<file path="config.mk">
export PLATFORM = sky130hd
export DESIGN_NAME = ecr_exception_cause
export DESIGN_NICKNAME = d
export VERILOG_FILES = /design/src/ecr_pkg.sv /design/src/ecr_exception_cause.sv /design/src/ecr_resume_pc.sv /design/src/ecr_vector_sel.sv
export SDC_FILE = /design/constraint.sdc
export NUM_CORES = 1
export LEC_CHECK = 0
export BUFFER_PORTS_ARGS = -buffer_cell sky130_fd_sc_hd__buf_2
export CAP_MARGIN = 20
export CELL_PAD_IN_SITES_DETAIL_PLACEMENT = 0
export CELL_PAD_IN_SITES_GLOBAL_PLACEMENT = 1
export CORE_UTILIZATION = 30
export DETAILED_ROUTE_END_ITERATION = 12
export PLACE_DENSITY = 0.77
export RECOVER_POWER = 100
export SYNTH_ARGS = -nofsm -noshare
export SYNTH_HDL_FRONTEND = slang
export SYNTH_SLANG_ARGS = --single-unit
</file>
<file path="constraint.sdc">
create_clock -name clk_in -period 3 [get_ports clk_in]
set_input_delay 0.45 -clock clk_in [delete_from_list [all_inputs] [get_ports clk_in]]
set_output_delay 0.45 -clock clk_in [all_outputs]
set_load 0.05 [all_outputs]
</file>
<file path="src/ecr_pkg.sv">
package ecr_pkg;

  // ******************************************************************
  // Register numbers reached by coprocessor moves
  // ******************************************************************
  localparam logic [4:0] ECR_REG_CAUSE = 5'h0D;
  localparam logic [4:0] ECR_REG_PC    = 5'h0E;
  localparam logic [2:0] ECR_SEL_CAUSE = 3'h0;
  localparam logic [2:0] ECR_SEL_PC    = 3'h0;

  // ******************************************************************
  // Masks and reset values
  // ******************************************************************
  localparam logic [31:0] ECR_CAUSE_WR_MASK   = 32'h0880_0300;
  localparam logic [31:0] ECR_CAUSE_USED_MASK = 32'hF880_1F7C;
  localparam logic [31:0] ECR_CAUSE_RESET     = 32'h0000_0000;
  localparam logic [31:0] ECR_PC_RESET        = 32'h0000_0000;
  localparam logic [31:0] ECR_PC_HIGH_MASK    = 32'hFFFF_FFFE;
  localparam int          ECR_ISA_LOW         = 0;

  // ******************************************************************
  // Vector offsets
  // ******************************************************************
  localparam logic [11:0] ECR_VEC_GENERAL = 12'h180;
  localparam logic [11:0] ECR_VEC_SPECIAL = 12'h200;

  typedef enum logic [4:0] {
    ECR_EXC_INT   = 5'h00,
    ECR_EXC_ADEL  = 5'h04,
    ECR_EXC_ADES  = 5'h05,
    ECR_EXC_IBUS  = 5'h06,
    ECR_EXC_DBUS  = 5'h07,
    ECR_EXC_SYS   = 5'h08,
    ECR_EXC_BRK   = 5'h09,
    ECR_EXC_RSVD  = 5'h0A,
    ECR_EXC_CPU   = 5'h0B,
    ECR_EXC_OVF   = 5'h0C,
    ECR_EXC_TRAP  = 5'h0D
  } ecr_exc_code_t;

  // Cause register layout, most significant field first
  typedef struct packed {
    logic       branch_delay_flag;
    logic       timer_irq_pending;
    logic [1:0] coproc_unit_number;
    logic       count_stop;
    logic [2:0] rsv_26_24;
    logic       irq_vector_select;
    logic [9:0] rsv_22_13;
    logic [2:0] requested_irq_level;
    logic [1:0] sw_irq_request;
    logic       rsv_7;
    logic [4:0] cause_code;
    logic [1:0] rsv_1_0;
  } ecr_cause_t;

  typedef struct packed {
    logic        commit;
    logic [4:0]  cause_code;
    logic        in_delay_slot;
    logic [1:0]  coproc_unit_number;
    logic [31:0] fault_pc;
    logic [31:0] branch_pc;
  } ecr_exc_req_t;

  typedef struct packed {
    logic        rd_en;
    logic        wr_en;
    logic [4:0]  reg_num;
    logic [2:0]  sel;
    logic [31:0] wr_data;
  } ecr_cop_req_t;

endpackage : ecr_pkg

</file>
<file path="src/ecr_exception_cause.sv">
module ecr_exception_cause
  import ecr_pkg::*;
(
  input  wire logic         clk_in,
  input  wire logic         reset_in,
  input  wire ecr_cop_req_t cop_req_in,
  input  wire ecr_exc_req_t exc_req_in,
  input  wire logic         exception_level_flag_in,
  input  wire logic         boot_vector_select_in,
  input  wire logic         external_irq_ctrl_mode_in,
  input  wire logic         timer_irq_in,
  input  wire logic [2:0]   irq_level_in,
  input  wire logic [1:0]   instruction_set_mode_in,
  output logic      [31:0]  cop_rd_data_out,
  output logic              cop_rd_valid_out,
  output logic              count_enable_out,
  output logic      [1:0]   sw_irq_export_out,
  output logic      [1:0]   sw_irq_local_out,
  output logic      [11:0]  vector_offset_out,
  output logic              vectored_table_out,
  output logic      [31:0]  resume_pc_out,
  output logic              isa_mode_wr_out,
  output logic      [1:0]   isa_mode_wr_data_out,
  output logic      [4:0]   cause_code_out
);

  // ******************************************************************
  // Decode of coprocessor moves
  // ******************************************************************
  logic        hit_cause;
  logic        hit_pc;
  logic        wr_cause;
  logic        wr_pc;
  logic        rd_cause;
  logic        rd_pc;
  logic        capture_ok;
  logic        commit;
  logic [31:0] capture_addr;
  logic [31:0] cause_word;
  logic [31:0] pc_word;
  logic [31:0] nxt_rd_data;
  ecr_cause_t  cause_view;

  assign hit_cause = (cop_req_in.reg_num == ECR_REG_CAUSE) && (cop_req_in.sel == ECR_SEL_CAUSE);
  assign hit_pc    = (cop_req_in.reg_num == ECR_REG_PC) && (cop_req_in.sel == ECR_SEL_PC);
  assign wr_cause  = cop_req_in.wr_en && hit_cause;
  assign wr_pc     = cop_req_in.wr_en && hit_pc;
  assign rd_cause  = cop_req_in.rd_en && hit_cause;
  assign rd_pc     = cop_req_in.rd_en && hit_pc;
  assign commit    = exc_req_in.commit;

  // Branch-delay and resume-address capture is suppressed while already in exception level; cause code and coprocessor number still load
  assign capture_ok   = commit && !exception_level_flag_in;
  assign capture_addr = exc_req_in.in_delay_slot ? exc_req_in.branch_pc
                                                 : exc_req_in.fault_pc;

  // ******************************************************************
  // Hardware-owned cause fields
  // ******************************************************************
  logic       branch_delay_ff;
  logic       timer_pending_ff;
  logic [1:0] coproc_num_ff;
  logic [2:0] irq_level_ff;
  logic [4:0] cause_code_ff;

  always_ff @(posedge clk_in or posedge reset_in) begin
    if (reset_in) begin
      branch_delay_ff <= 1'b0;
    end else if (capture_ok) begin
      branch_delay_ff <= exc_req_in.in_delay_slot;
    end
  end

  always_ff @(posedge clk_in or posedge reset_in) begin
    if (reset_in) begin
      coproc_num_ff <= 2'h0;
      cause_code_ff <= ECR_EXC_INT;
    end else if (commit) begin
      coproc_num_ff <= exc_req_in.coproc_unit_number;
      cause_code_ff <= exc_req_in.cause_code;
    end
  end

  // Live interrupt state, sampled every cycle
  always_ff @(posedge clk_in or posedge reset_in) begin
    if (reset_in) begin
      timer_pending_ff <= 1'b0;
      irq_level_ff     <= 3'h0;
    end else begin
      timer_pending_ff <= timer_irq_in;
      irq_level_ff     <= irq_level_in;
    end
  end

  // ******************************************************************
  // Software-writable cause fields
  // ******************************************************************
  logic       count_stop_ff;
  logic       irq_vec_sel_ff;
  logic [1:0] sw_irq_ff;
  ecr_cause_t wr_view;

  assign wr_view = ecr_cause_t'(cop_req_in.wr_data & ECR_CAUSE_WR_MASK);

  always_ff @(posedge clk_in or posedge reset_in) begin
    if (reset_in) begin
      count_stop_ff  <= 1'b0;
      irq_vec_sel_ff <= 1'b0;
      sw_irq_ff      <= 2'h0;
    end else if (wr_cause) begin
      count_stop_ff  <= wr_view.count_stop;
      irq_vec_sel_ff <= wr_view.irq_vector_select;
      sw_irq_ff      <= wr_view.sw_irq_request;
    end
  end

  // ******************************************************************
  // Outputs driven from the cause fields
  // ******************************************************************
  always_ff @(posedge clk_in or posedge reset_in) begin
    if (reset_in) begin
      count_enable_out <= 1'b1;
    end else if (wr_cause) begin
      count_enable_out <= !wr_view.count_stop;
    end
  end

  always_ff @(posedge clk_in or posedge reset_in) begin
    if (reset_in) begin
      sw_irq_export_out <= 2'h0;
      sw_irq_local_out  <= 2'h0;
    end else begin
      sw_irq_export_out <= external_irq_ctrl_mode_in ? sw_irq_ff : 2'h0;
      sw_irq_local_out  <= external_irq_ctrl_mode_in ? 2'h0 : sw_irq_ff;
    end
  end

  always_ff @(posedge clk_in or posedge reset_in) begin
    if (reset_in) begin
      cause_code_out <= ECR_EXC_INT;
    end else if (commit) begin
      cause_code_out <= exc_req_in.cause_code;
    end
  end

  // ******************************************************************
  // Resume address and vector selection
  // ******************************************************************
  ecr_resume_pc u_resume_pc (
    .clk_in          (clk_in),
    .reset_in        (reset_in),
    .capture_in      (capture_ok),
    .capture_addr_in (capture_addr),
    .write_in        (wr_pc),
    .write_data_in   (cop_req_in.wr_data),
    .resume_pc_out   (resume_pc_out)
  );

  ecr_vector_sel u_vector_sel (
    .clk_in                (clk_in),
    .reset_in              (reset_in),
    .commit_in             (commit),
    .cause_code_in         (exc_req_in.cause_code),
    .irq_vector_select_in  (irq_vec_sel_ff),
    .boot_vector_select_in (boot_vector_select_in),
    .vector_offset_out     (vector_offset_out),
    .vectored_table_out    (vectored_table_out)
  );

  // Mode bits follow a resume-address write
  always_ff @(posedge clk_in or posedge reset_in) begin
    if (reset_in) begin
      isa_mode_wr_out      <= 1'b0;
      isa_mode_wr_data_out <= 2'h0;
    end else begin
      isa_mode_wr_out <= wr_pc;
      if (wr_pc) begin
        isa_mode_wr_data_out <= {1'b0, cop_req_in.wr_data[ECR_ISA_LOW]};
      end
    end
  end

  // ******************************************************************
  // Read path
  // ******************************************************************
  always_comb begin
    cause_view                     = ecr_cause_t'(ECR_CAUSE_RESET);
    cause_view.branch_delay_flag   = branch_delay_ff;
    cause_view.timer_irq_pending   = timer_pending_ff;
    cause_view.coproc_unit_number  = coproc_num_ff;
    cause_view.count_stop          = count_stop_ff;
    cause_view.irq_vector_select   = irq_vec_sel_ff;
    cause_view.requested_irq_level = irq_level_ff;
    cause_view.sw_irq_request      = sw_irq_ff;
    cause_view.cause_code          = cause_code_ff;
  end

  assign cause_word = 32'(cause_view) & ECR_CAUSE_USED_MASK;
  assign pc_word    = (resume_pc_out & ECR_PC_HIGH_MASK)
                    | 32'(instruction_set_mode_in[ECR_ISA_LOW]);

  always_comb begin
    nxt_rd_data = 32'h0000_0000;
    if (rd_cause) begin
      nxt_rd_data = cause_word;
    end else if (rd_pc) begin
      nxt_rd_data = pc_word;
    end
  end

  always_ff @(posedge clk_in or posedge reset_in) begin
    if (reset_in) begin
      cop_rd_data_out  <= 32'h0000_0000;
      cop_rd_valid_out <= 1'b0;
    end else begin
      cop_rd_data_out  <= nxt_rd_data;
      cop_rd_valid_out <= cop_req_in.rd_en;
    end
  end
endmodule : ecr_exception_cause

</file>
<file path="src/ecr_resume_pc.sv">
module ecr_resume_pc
  import ecr_pkg::*;
(
  input  wire logic        clk_in,
  input  wire logic        reset_in,
  input  wire logic        capture_in,
  input  wire logic [31:0] capture_addr_in,
  input  wire logic        write_in,
  input  wire logic [31:0] write_data_in,
  output logic      [31:0] resume_pc_out
);

  // ******************************************************************
  // Resume address; hardware capture beats a same-cycle write
  // ******************************************************************
  always_ff @(posedge clk_in or posedge reset_in) begin
    if (reset_in) begin
      resume_pc_out <= ECR_PC_RESET;
    end else if (capture_in) begin
      resume_pc_out <= capture_addr_in;
    end else if (write_in) begin
      resume_pc_out <= write_data_in & ECR_PC_HIGH_MASK;
    end
  end
endmodule : ecr_resume_pc

</file>
<file path="src/ecr_vector_sel.sv">
module ecr_vector_sel
  import ecr_pkg::*;
(
  input  wire logic        clk_in,
  input  wire logic        reset_in,
  input  wire logic        commit_in,
  input  wire logic [4:0]  cause_code_in,
  input  wire logic        irq_vector_select_in,
  input  wire logic        boot_vector_select_in,
  output logic      [11:0] vector_offset_out,
  output logic             vectored_table_out
);

  logic is_irq;

  assign is_irq = (cause_code_in == ECR_EXC_INT);

  // ******************************************************************
  // Dispatch offset latched when the exception commits
  // ******************************************************************
  always_ff @(posedge clk_in or posedge reset_in) begin
    if (reset_in) begin
      vector_offset_out  <= ECR_VEC_GENERAL;
      vectored_table_out <= 1'b0;
    end else if (commit_in) begin
      vector_offset_out  <= (is_irq && irq_vector_select_in) ? ECR_VEC_SPECIAL
                                                              : ECR_VEC_GENERAL;
      vectored_table_out <= is_irq && irq_vector_select_in && !boot_vector_select_in;
    end
  end
endmodule : ecr_vector_sel

</file>
# [Yosys cells after proc, flatten, opt, wreduce, memory -nomap -nowiden]
# Cells that the tools add are included.
[totals] output_inout_bits=91 ram_bits=0 wordCells=44 n_memories=0 latch_bits=0 regBits=101 romBits=0
[op_classes] order_cmp=0 n_reduce_logical=15 muxes=8 n_mul=0 n_shift=0 n_div=0 n_eq_ne=2 n_addsub=0 bitwise_logic=1
[op_table] operator="$mux W32" count=5
[op_table] operator="$or A32 B1 Y32" count=1
[op_table] operator="$eq A5 B4 Y1 const B" count=2
[op_table] operator="$mux W10" count=1
[op_table] operator="$logic_and A1 B1 Y1" count=9
[op_table] operator="$logic_not A5 Y1" count=1
[op_table] operator="$mux W2" count=2
[op_table] operator="$logic_not A1 Y1" count=3
[op_table] operator="$logic_not A3 Y1" count=1
[op_table] operator="$reduce_bool A2 Y1" count=1

# [Logic depth before layout (Yosys ltp)]
# Gate-level depths: netlist of the first run.
[depth] ltp_word=5 ltp_mapped=5

# [Cells and area by module]
# A second synthesis of the first run with hierarchy kept.
[unflattened] cells_unflattened=339 area_unflattened_um2=4122.7
[by_module_without_submodules] module="ecr_exception_cause" seq_area_each_um2=1402.6 n_inst=1 area_per_inst_um2=2388.5 cells_each=178
[by_module_without_submodules] module="ecr_resume_pc" seq_area_each_um2=800.8 n_inst=1 area_per_inst_um2=1510.2 cells_each=139
[by_module_without_submodules] module="ecr_vector_sel" seq_area_each_um2=76.3 n_inst=1 area_per_inst_um2=224.0 cells_each=22

# [Worst setup path before layout of the first run]
# OpenSTA, ideal clock, no wires.
[synth_path] path_kind="input -> register" startpoint="input exc_req_in[66] in the netlist's numbering" endpoint="register u_resume_pc.resume_pc_out[10]" slack_ns=1.414 required_ns=2.874 stages=5 n_path_buf=2 setup_time_ns=0.126 arrival_time_ns=1.460 cell_sequence="clkbuf_1 -> buf_2 -> mux2i_1 -> nor2_1 -> a221o_1"
[synth_via] elab_chain_len=2
[synth_lines] item="from (decl)" line_no="ecr_exception_cause.sv:7" source="input wire ecr_exc_req_t exc_req_in,"
[synth_lines] item="$mux W32" line_no="ecr_exception_cause.sv:54" source="assign capture_addr = exc_req_in.in_delay_slot ? exc_req_in.branch_pc"
[synth_lines] item="$mux W32" line_no="ecr_resume_pc.sv:19" source="end else if (capture_in) begin"
[synth_lines] item="to (signal assigned)" line_no="ecr_resume_pc.sv:20" source="resume_pc_out <= capture_addr_in;"
[synth_lines] item="to (signal assigned)" line_no="ecr_resume_pc.sv:22" source="resume_pc_out <= write_data_in & ECR_PC_HIGH_MASK;"
[synth_lines] item="to (decl)" line_no="ecr_resume_pc.sv:10" source="output logic [31:0] resume_pc_out"
# Every way passes these cells.
# A chain may end at the register's enable or synchronous reset.

# [Final worst setup path of the first run]
[layout_path] startpoint="input exc_req_in[72] in the netlist's numbering" endpoint="register u_resume_pc.resume_pc_out[31]"
[layout_via] elab_chain_len=2
[layout_lines] item="$logic_and A1 B1 Y1 (*)" line_no="ecr_exception_cause.sv:53" source="assign capture_ok = commit && !exception_level_flag_in;"
[layout_lines] item="$mux W32 or $reduce_bool A2 Y1 (tied branches)"
# Every way passes the cells marked *; elsewhere a longest branch is shown, timed or not.

==> results of run 1 <==
final timing paths:
path,startpoint,end,cells past startpoint
max in group asynchronous,reset_in,cop_rd_data_out[29]$_DFF_PP0_,3
min reg2reg,count_enable_out$_DFFE_PP1P_,count_enable_out$_DFFE_PP1P_,2
max,exc_req_in[72],u_resume_pc.resume_pc_out[31]$_DFFE_PP0P_,5
max reg2reg,irq_vec_sel_ff$_DFFE_PP0P_,u_vector_sel.vector_offset_out[8]$_DFFE_PP1P_,3
min in group asynchronous,reset_in,cop_rd_data_out[0]$_DFF_PP0_,2
min,irq_level_in[1],irq_level_ff[1]$_DFF_PP0_,1
synthesized netlist by cell type (2+ instances only):
library cell	number	share of area [%]
mux2i_1	33	8.5
inv_1	4	0.39
nand3_1	3	0.39
a221o_1	31	8.0
nand2b_1	2	0.32
and2_1	18	2.9
buf_4	11	2.1
a22oi_1	16	3.1
nor2b_1	5	0.81
o21ai_0	2	0.26
buf_2	4	0.52
dfrtp_1	89	57
nand2_1	4	0.39
dfstp_2	2	1.4
buf_6	3	0.87
clkbuf_1	14	1.4
nor2_1	48	4.6
mux2_2	11	3.2
per-layer routing:
layer	track usage [%]	vias to the layer above	part of all wire, %
met2	28.81	128	49
met4	6.838	0	2.1
met3	3.504	16	6.3
li1	-	1507	-
met1	19.83	1537	42
met5	0	-	0
flip-flops by register name, summed over array words and instances, names as in the netlist:
register / flops
cop_rd_data_out: 32
u_vector_sel.vector_offset_out: 2
sw_irq_ff: 2
coproc_num_ff: 2
u_vector_sel.vectored_table_out: 1
isa_mode_wr_data_out: 1
cause_code_out: 5
sw_irq_local_out: 2
timer_pending_ff: 1
isa_mode_wr_out: 1
sw_irq_export_out: 2
irq_vec_sel_ff: 1
cop_rd_valid_out: 1
count_enable_out: 1
irq_level_ff: 3
u_resume_pc.resume_pc_out: 32
branch_delay_ff: 1
count_stop_ff: 1
worst max-delay path, stage by stage:
cell and delay (ns):
clkbuf_1 0.52, and2b_1 0.36, nor4_4 0.08, clkbuf_2 0.47
a221o_1 0.52
final cells by class:
class	count	area (um2)
repair buffers	212	965.9
flip-flops and latches	91	2280
inverters	4	15.01
multi-input cells	197	1445
fillers	1298	7370
well taps	172	215.2
clock inverters	4	72.57
clock buffers	12	256.5
where the power goes:
part / internal (W) / leakage [nW] / switching [W]
combinational: 0.000184 / 1.21 / 0.000453
sequential: 0.00131 / 1.18 / 0.0000667
clock: 0.000774 / 0.159 / 0.000456
per-stage QoR:
step	cell area, um2	std cells	worst slack (ns)	utilization, %
2_1_floorplan	3919	324	0.1897	-
3_3_place_gp	5046	676	1.055	39.99
3_5_place_dp	5046	676	1.012	39.99
4_1_cts	5375	692	1.376	42.59
5_1_grt	5250	692	0.6734	41.60
6_report	5250	692	0.8042	41.60
cells by family (layout without fill, tap and decap cells):
logic type      count (synthesis)  after routing  synth area share [%]
flops                          91             91                 58.68
simple gates                   90             90                 12.14
other cells                     1             10               0.09653
buf+inv                        36            232                 5.249
compound gates                 52             52                 11.85
mux                            45             45                 11.98
==> impl_metrics.yaml, run 1 <==
status:
  status: "finished with violations"
  violations: "capacitance limit, slew limit"
layout:
  final_cell_mix: "120 x buf_2, 89 x dfrtp_1, 87 x clkbuf_1, 48 x nor2_1, 33 x mux2i_1"
  antenna_cells: 0
  final_common_cell: "buf_2"
  area_growth_pct: 35.14
  nets: 641
  layout-drive-gt1-share_pct: 30.38
setup_path:
  crit_type: "input pin to register"
  worstPathArrival_ns: 2.41
  required_ns: 3.22
  endpoint_kind: "register"
  rrSetupSlack_ns: 2.03
  path_max_fanout: 31
  start_kind: "input pin"
clocking:
  h-tree-depth: 3
  clockBufferDepth: 2
  root_buffer: "clkbuf_16"
  hold_buffers: 0
  clkLatencyLatePin_ns: 0.34
  cts_tree: "yes"
  cts_post_setup_buffers_inserted: 0
  clkTransAtPathRegs_ns: 0.06
  cts_buffers: 9
  cts_resized: 0
  clkSinkCount: 91
yosys:
  syn_inst: 315
  syn_area_mm2: 0.003885
  ys_dominant_reg_cell: "dfrtp_1"
  yosysWarnings: 0
  synth_edf_count: 0
  synth.distinct_cells: 33
  synth_area_per_cell_um2: 12.33
  synth-seq-cells: 91
  async_reset_ff_share_pct: 100.0
  ys_seq_area_share_pct: 58.68
timing:
  setup-violations-final: 0
  max-slew-margin-rel_pct: -4.650
  tightest_slew_ns: 1.567
  period_share_pct: 73.19
  clock.fmax_ghz: 0.4554
  hold_viol: 0
  report.final.slew_viol_count: 77
  tns_ns: 0
  min_period_ns: 2.196
  fin_skew_ns: 0.005757
  whs_ns: 0.2172
  rsz0062_at_grt: "false"
placement:
  hpwl_um: 7782
  io_buffer_count: 205
  globalplace.congestion: 0.7352
global_route:
  grtUsageTotal_pct: 16.55
  grt_pass1_vias: 3276
  grt-ovfl-total: 0
  grt_pass1_wl_um: 16640
  grt_max_degree: 77
  antenna_found_initial: 0
hold_path:
  worst_hold_path_type: "input pin to register"
power_and_ir_drop:
  peakVddDrop_v: 0.0002229
  p_leak_nw: 2.549
  pwr_density_cell_mw_per_mm2: 617.7
  p_total_w: 0.003243
die:
  rows: 41
  initial_core_util_pct: 30.79
  io_pins: 217
  coreArea_mm2: 0.01262
  die-area_mm2: 0.01341
  die_y_um: 115.8
  dieWidth_um: 115.8
drt:
  routedWlPerCell_um: 15.91
  drt_iter0_markers: 166
  drc: 0
  vias_per_cell: 4.607
  ant_nets: 0
  num_vias: 3188
  wl_um: 11010
  dr.pass1.iters: 4
job:
  max-cap-violations: 1
Power figures use the tool's default switching activity.
==> run 2, diff against run 1 <==
clock period = 1.8 ns   (was 3 ns; I/O delays follow)
==> impl_metrics.yaml, run 2 (synthesized netlist as in run 1, its figures left out) <==
die:
  coreArea_mm2: 0.01262
  die_y_um: 115.8
  io_pins: 217
  initial_core_util_pct: 30.79
  rows: 41
  die-area_mm2: 0.01341
  dieWidth_um: 115.8
layout:
  layout-drive-gt1-share_pct: 31.89
  final_cell_mix: "124 x buf_2, 89 x dfrtp_1, 85 x clkbuf_1, 48 x nor2_1, 33 x mux2i_1"
  ff_latch_area_mm2: 0.002280
  reg.largest.list: "cop_rd_data_out: 32 flops, u_resume_pc.resume_pc_out: 32 flops, cause_code_out: 5 flops"
  area_growth_pct: 38.29
  multi_input_area_mm2: 0.001445
  nets: 651
  final_common_cell: "buf_2"
  fillers: 1315
  antenna_cells: 0
global_route:
  grtUsageTotal_pct: 16.74
  grt-ovfl-total: 0
  grt_pass1_vias: 3146
  antenna_found_initial: 0
  grt_max_degree: 47
  grt_pass1_wl_um: 16670
drt:
  highest_layer: "met4"
  wl_met3_um: 786
  route.met2.wl_um: 5506
  drc: 0
  ant_nets: 0
  wl_um: 11170
  num_vias: 3272
  routedWlPerCell_um: 15.91
  drt_iter0_markers: 123
  dr.pass1.iters: 4
  m1WireLength_um: 4732
  vias_per_cell: 4.661
power_and_ir_drop:
  peakVddDrop_v: 0.0004065
  pwr_density_cell_mw_per_mm2: 992.1
  p_leak_nw: 2.612
  p_total_w: 0.005330
timing:
  tightest_slew_ns: 0.6680
  fin_skew_ns: 0.004130
  min_period_ns: 1.500
  report.final.slew_viol_count: 0
  rsz0062_at_grt: "false"
  hold_viol: 0
  tns_ns: 0
  setup-violations-final: 0
  whs_ns: 0.03689
  clock.fmax_ghz: 0.6665
  period_share_pct: 83.36
  max-slew-margin-rel_pct: 55.66
clocking:
  clockBufferDepth: 2
  cts_tree: "yes"
  clkLatencyLatePin_ns: 0.34
  clkTransAtPathRegs_ns: 0.06
  cts_buffers: 9
  cts_resized: 0
  h-tree-depth: 3
  clkSinkCount: 91
  root_buffer: "clkbuf_16"
  cts_post_setup_buffers_inserted: 0
job:
  max-cap-violations: 0
setup_path:
  required_ns: 1.53
  path_max_fanout: 3
  endpoint_kind: "primary output"
  path_cells: "clkbuf_1"
  worstPathArrival_ns: 1.23
  slowest_stage: "clkbuf_1"
  cp_slowest_stage_delay_ns: 0.49
  cp_num_buf_inv: 1
  crit_family: "buffers and inverters"
  start_kind: "register"
  crit_type: "register to primary output"
placement:
  globalplace.congestion: 0.7217
  hpwl_um: 8075
  io_buffer_count: 205
hold_path:
  worst_hold_path_type: "input pin to register"
status:
  status: "completed"
## run 2: cell types whose count changed in the layout (fill, tap and decap cells not counted), sizes merged
cell	delta
dlygate4sd3	+1
clkbuf	-1
bufinv	-1
clkinvlp	+1
inv	-1
buf	+10
clkinv	+1
## run 2: through the flow
| step | setup slack (ns) | cell area [um2] | cells | util [%] |
|---|---|---|---|---|
| finish | 0.2996 | 5373 | 702 | 42.57 |
| global placement | 0.2552 | 5190 | 685 | 41.13 |
| CTS | 0.3595 | 5514 | 702 | 43.69 |
| detailed placement | 0.2171 | 5190 | 685 | 41.13 |
| floorplan | 0.3943 | 3923 | 324 | - |
| global route | 0.2169 | 5373 | 702 | 42.57 |
## run 2: worst paths after layout
check,start,endpoint,slack (ns),cells after the start
worst max-delay path,u_resume_pc.resume_pc_out[28]$_DFFE_PP0P_,resume_pc_out[28],0.30,1
worst min-delay path,timer_irq_in,timer_pending_ff$_DFF_PP0_,0.04,1
worst max register to register,irq_vec_sel_ff$_DFFE_PP0P_,u_vector_sel.vector_offset_out[9]$_DFFE_PP0P_,0.84,3
worst min register to register,count_enable_out$_DFFE_PP1P_,count_enable_out$_DFFE_PP1P_,0.47,2
max in group asynchronous,reset_in,u_resume_pc.resume_pc_out[31]$_DFFE_PP0P_,0.67,4
min in group asynchronous,reset_in,sw_irq_local_out[1]$_DFF_PP0_,0.57,4
## run 2: timing repair
item / 4_1_cts / 5_1_grt
hold buffers: 1 / 0
endpoints found under the hold margin: 9 / 0
endpoints found under the setup margin: 0 / 0
## run 2: per-layer routing
metal | vias to the layer above | global-route usage, %
met2 | 141 | 29.13
li1 | 1531 | -
met1 | 1589 | 20.37
met3 | 11 | 3.713
met4 | 0 | 5.897
met5 | - | 0
## run 2: where the power goes
group          leakage (nW)  switching, W  internal (W)
logic                  1.27      0.000760      0.000328
registers              1.18      0.000110       0.00218
clock network         0.155      0.000766       0.00118
total                  2.61       0.00164       0.00369
## run 2: cell type report
| cell class | count | area share (%) |
|---|---|---|
| Clock buffer | 12 | 4.960 |
| Clock inverter | 4 | 0.8850 |
| Inverter | 4 | 0.3027 |
| Multi-Input combinational cell | 197 | 26.90 |
| Sequential cell | 91 | 42.43 |
| Tap cell | 172 | 4.006 |
| Timing Repair Buffer | 222 | 20.52 |
==> run 3, diff against run 2 <==
CORE_UTILIZATION = 33   (was 30)
PLACE_DENSITY = 0.8   (was 0.77)
clock period = 1.5 ns   (was 1.8 ns; I/O delays follow)
==> impl_metrics.yaml, run 3 (synthesized netlist as in run 1, its figures left out) <==
status:
  status: "completed"
layout:
  final_common_cell: "buf_2"
  stdcell_count: 678
  layout-drive-gt1-share_pct: 41.68
  final_cell_mix: "120 x buf_2, 89 x dfrtp_1, 56 x clkbuf_2, 48 x nor2_1, 33 x mux2i_1"
  antenna_cells: 0
  nets: 656
  reg.largest.list: "cop_rd_data_out: 32 flops, u_resume_pc.resume_pc_out: 32 flops, cause_code_out: 5 flops"
  fillers: 1089
  area_growth_pct: 40.58
global_route:
  grt_pass1_wl_um: 18040
  grt-ovfl-total: 0
  grtUsageTotal_pct: 18.89
  grt_max_degree: 45
  antenna_found_initial: 0
  grt_pass1_vias: 3536
drt:
  highest_layer: "met4"
  drt_iter0_markers: 98
  routedWlPerCell_um: 16.42
  wl_met3_um: 650
  ant_nets: 0
  m1WireLength_um: 4580
  vias_per_cell: 4.900
  num_vias: 3322
  drc: 0
  dr.pass1.iters: 6
  wl_um: 11130
  route.met2.wl_um: 5650
timing:
  tightest_slew_ns: 0.7527
  rsz0062_at_grt: "false"
  worst_slack_ns: 0.1140
  hold_viol: 0
  min_period_ns: 1.386
  period_share_pct: 92.40
  setup-violations-final: 0
  report.final.slew_viol_count: 0
  whs_ns: 0.03234
  clock.fmax_ghz: 0.7215
  max-slew-margin-rel_pct: 49.54
  fin_skew_ns: 0.007744
placement:
  io_buffer_count: 205
  hpwl_um: 8367
  globalplace.congestion: 0.8032
  dpl.cell_count: 657
  dpl_worst_slack_ns: -0.07872
setup_path:
  endpoint_kind: "primary output"
  path_max_fanout: 3
  required_ns: 1.27
  cp_slowest_stage_delay_ns: 0.55
  start_kind: "register"
  worstPathArrival_ns: 1.16
  crit_type: "register to primary output"
  slowest_stage: "dfstp_2"
  cp_num_buf_inv: 1
  crit_family: "flip-flops"
  path_cells: "clkbuf_2"
die:
  coreArea_mm2: 0.01147
  dieWidth_um: 110.5
  io_pins: 217
  rows: 39
  initial_core_util_pct: 33.88
  die_y_um: 110.5
  die-area_mm2: 0.01221
clocking:
  clockBufferDepth: 2
  cts_resized: 0
  clkSinkCount: 91
  cts_tree: "yes"
  h-tree-depth: 3
  cts_buffers: 9
  clkLatencyLatePin_ns: 0.34
  clkTransAtPathRegs_ns: 0.06
  root_buffer: "clkbuf_16"
hold_path:
  worst_hold_path_type: "input pin to register"
power_and_ir_drop:
  p_leak_nw: 2.801
  pwr_density_cell_mw_per_mm2: 1168
  peakVddDrop_v: 0.0005370
job:
  max-cap-violations: 0
==> run 3: cell count changes in the layout (fill, tap and decap cells not counted), moves of 2 or more <==
cell / previous run / this run
clkinvlp_4: 1 / 3
clkbuf_1: 85 / 32
clkbuf_8: 3 / 0
buf_12: 5 / 7
dlygate4sd3_1: 1 / 5
buf_2: 124 / 120
clkbuf_2: 0 / 56
==> run 3: metrics by stage <==
stage                     TNS (ns)  instance area, um2  total power, W  utilization, %
final                            0                5461        0.006377           47.63
after global routing             0                5461        0.006636           47.63
after CTS                        0                5522        0.006446           48.15
after detailed placement    -1.971                5186        0.004170           45.23
after global placement     -0.6124                5186        0.004142           45.23
after floorplan                  0                3923        0.003696               -
==> run 3: final timing paths <==
check	startpoint	to	slack, ns	depth (start not counted)
worst max register to register	irq_vec_sel_ff$_DFFE_PP0P_	u_vector_sel.vector_offset_out[8]$_DFFE_PP1P_	0.52	3
worst min register to register	count_enable_out$_DFFE_PP1P_	count_enable_out$_DFFE_PP1P_	0.48	2
max in group asynchronous	reset_in	u_vector_sel.vector_offset_out[8]$_DFFE_PP1P_	0.34	4
worst max-delay path	u_vector_sel.vector_offset_out[8]$_DFFE_PP1P_	vector_offset_out[7]	0.11	1
worst min-delay path	cop_req_in[41]	cop_rd_valid_out$_DFF_PP0_	0.03	1
min in group asynchronous	reset_in	sw_irq_ff[0]$_DFFE_PP0P_	0.51	3
==> run 3: timing repair <==
| item | CTS | global route |
|---|---|---|
| hold endpoints to repair | 15 | 1 |
| hold buffers | 4 | 1 |
| buffers inserted | 0 | 0 |
==> run 3: per-layer routing <==
metal,up-vias,global-route usage (%)
met5,-,0
met4,0,8.178
met3,20,3.677
met2,138,32.84
met1,1627,22.67
li1,1537,-
==> run 3: final cells by class <==
| cell class | instances | area, um2 | share of cell area [%] |
|---|---|---|---|
| inverter | 4 | 16.27 | 0.2978 |
| clock buffer | 10 | 229.0 | 4.192 |
| sequential | 91 | 2280 | 41.74 |
| multi-input combinational | 197 | 1448 | 26.51 |
| clock inverter | 6 | 66.31 | 1.214 |
| tap | 143 | 178.9 | 3.276 |
| timing repair buffer | 227 | 1244 | 22.77 |
==> run 3: power by group <==
part           internal [W]  switching (W)  total (W)  leakage, nW
Clock               0.00130       0.000963    0.00226        0.135
Combinational      0.000448       0.000919    0.00137         1.48
Sequential          0.00262       0.000134    0.00275         1.18
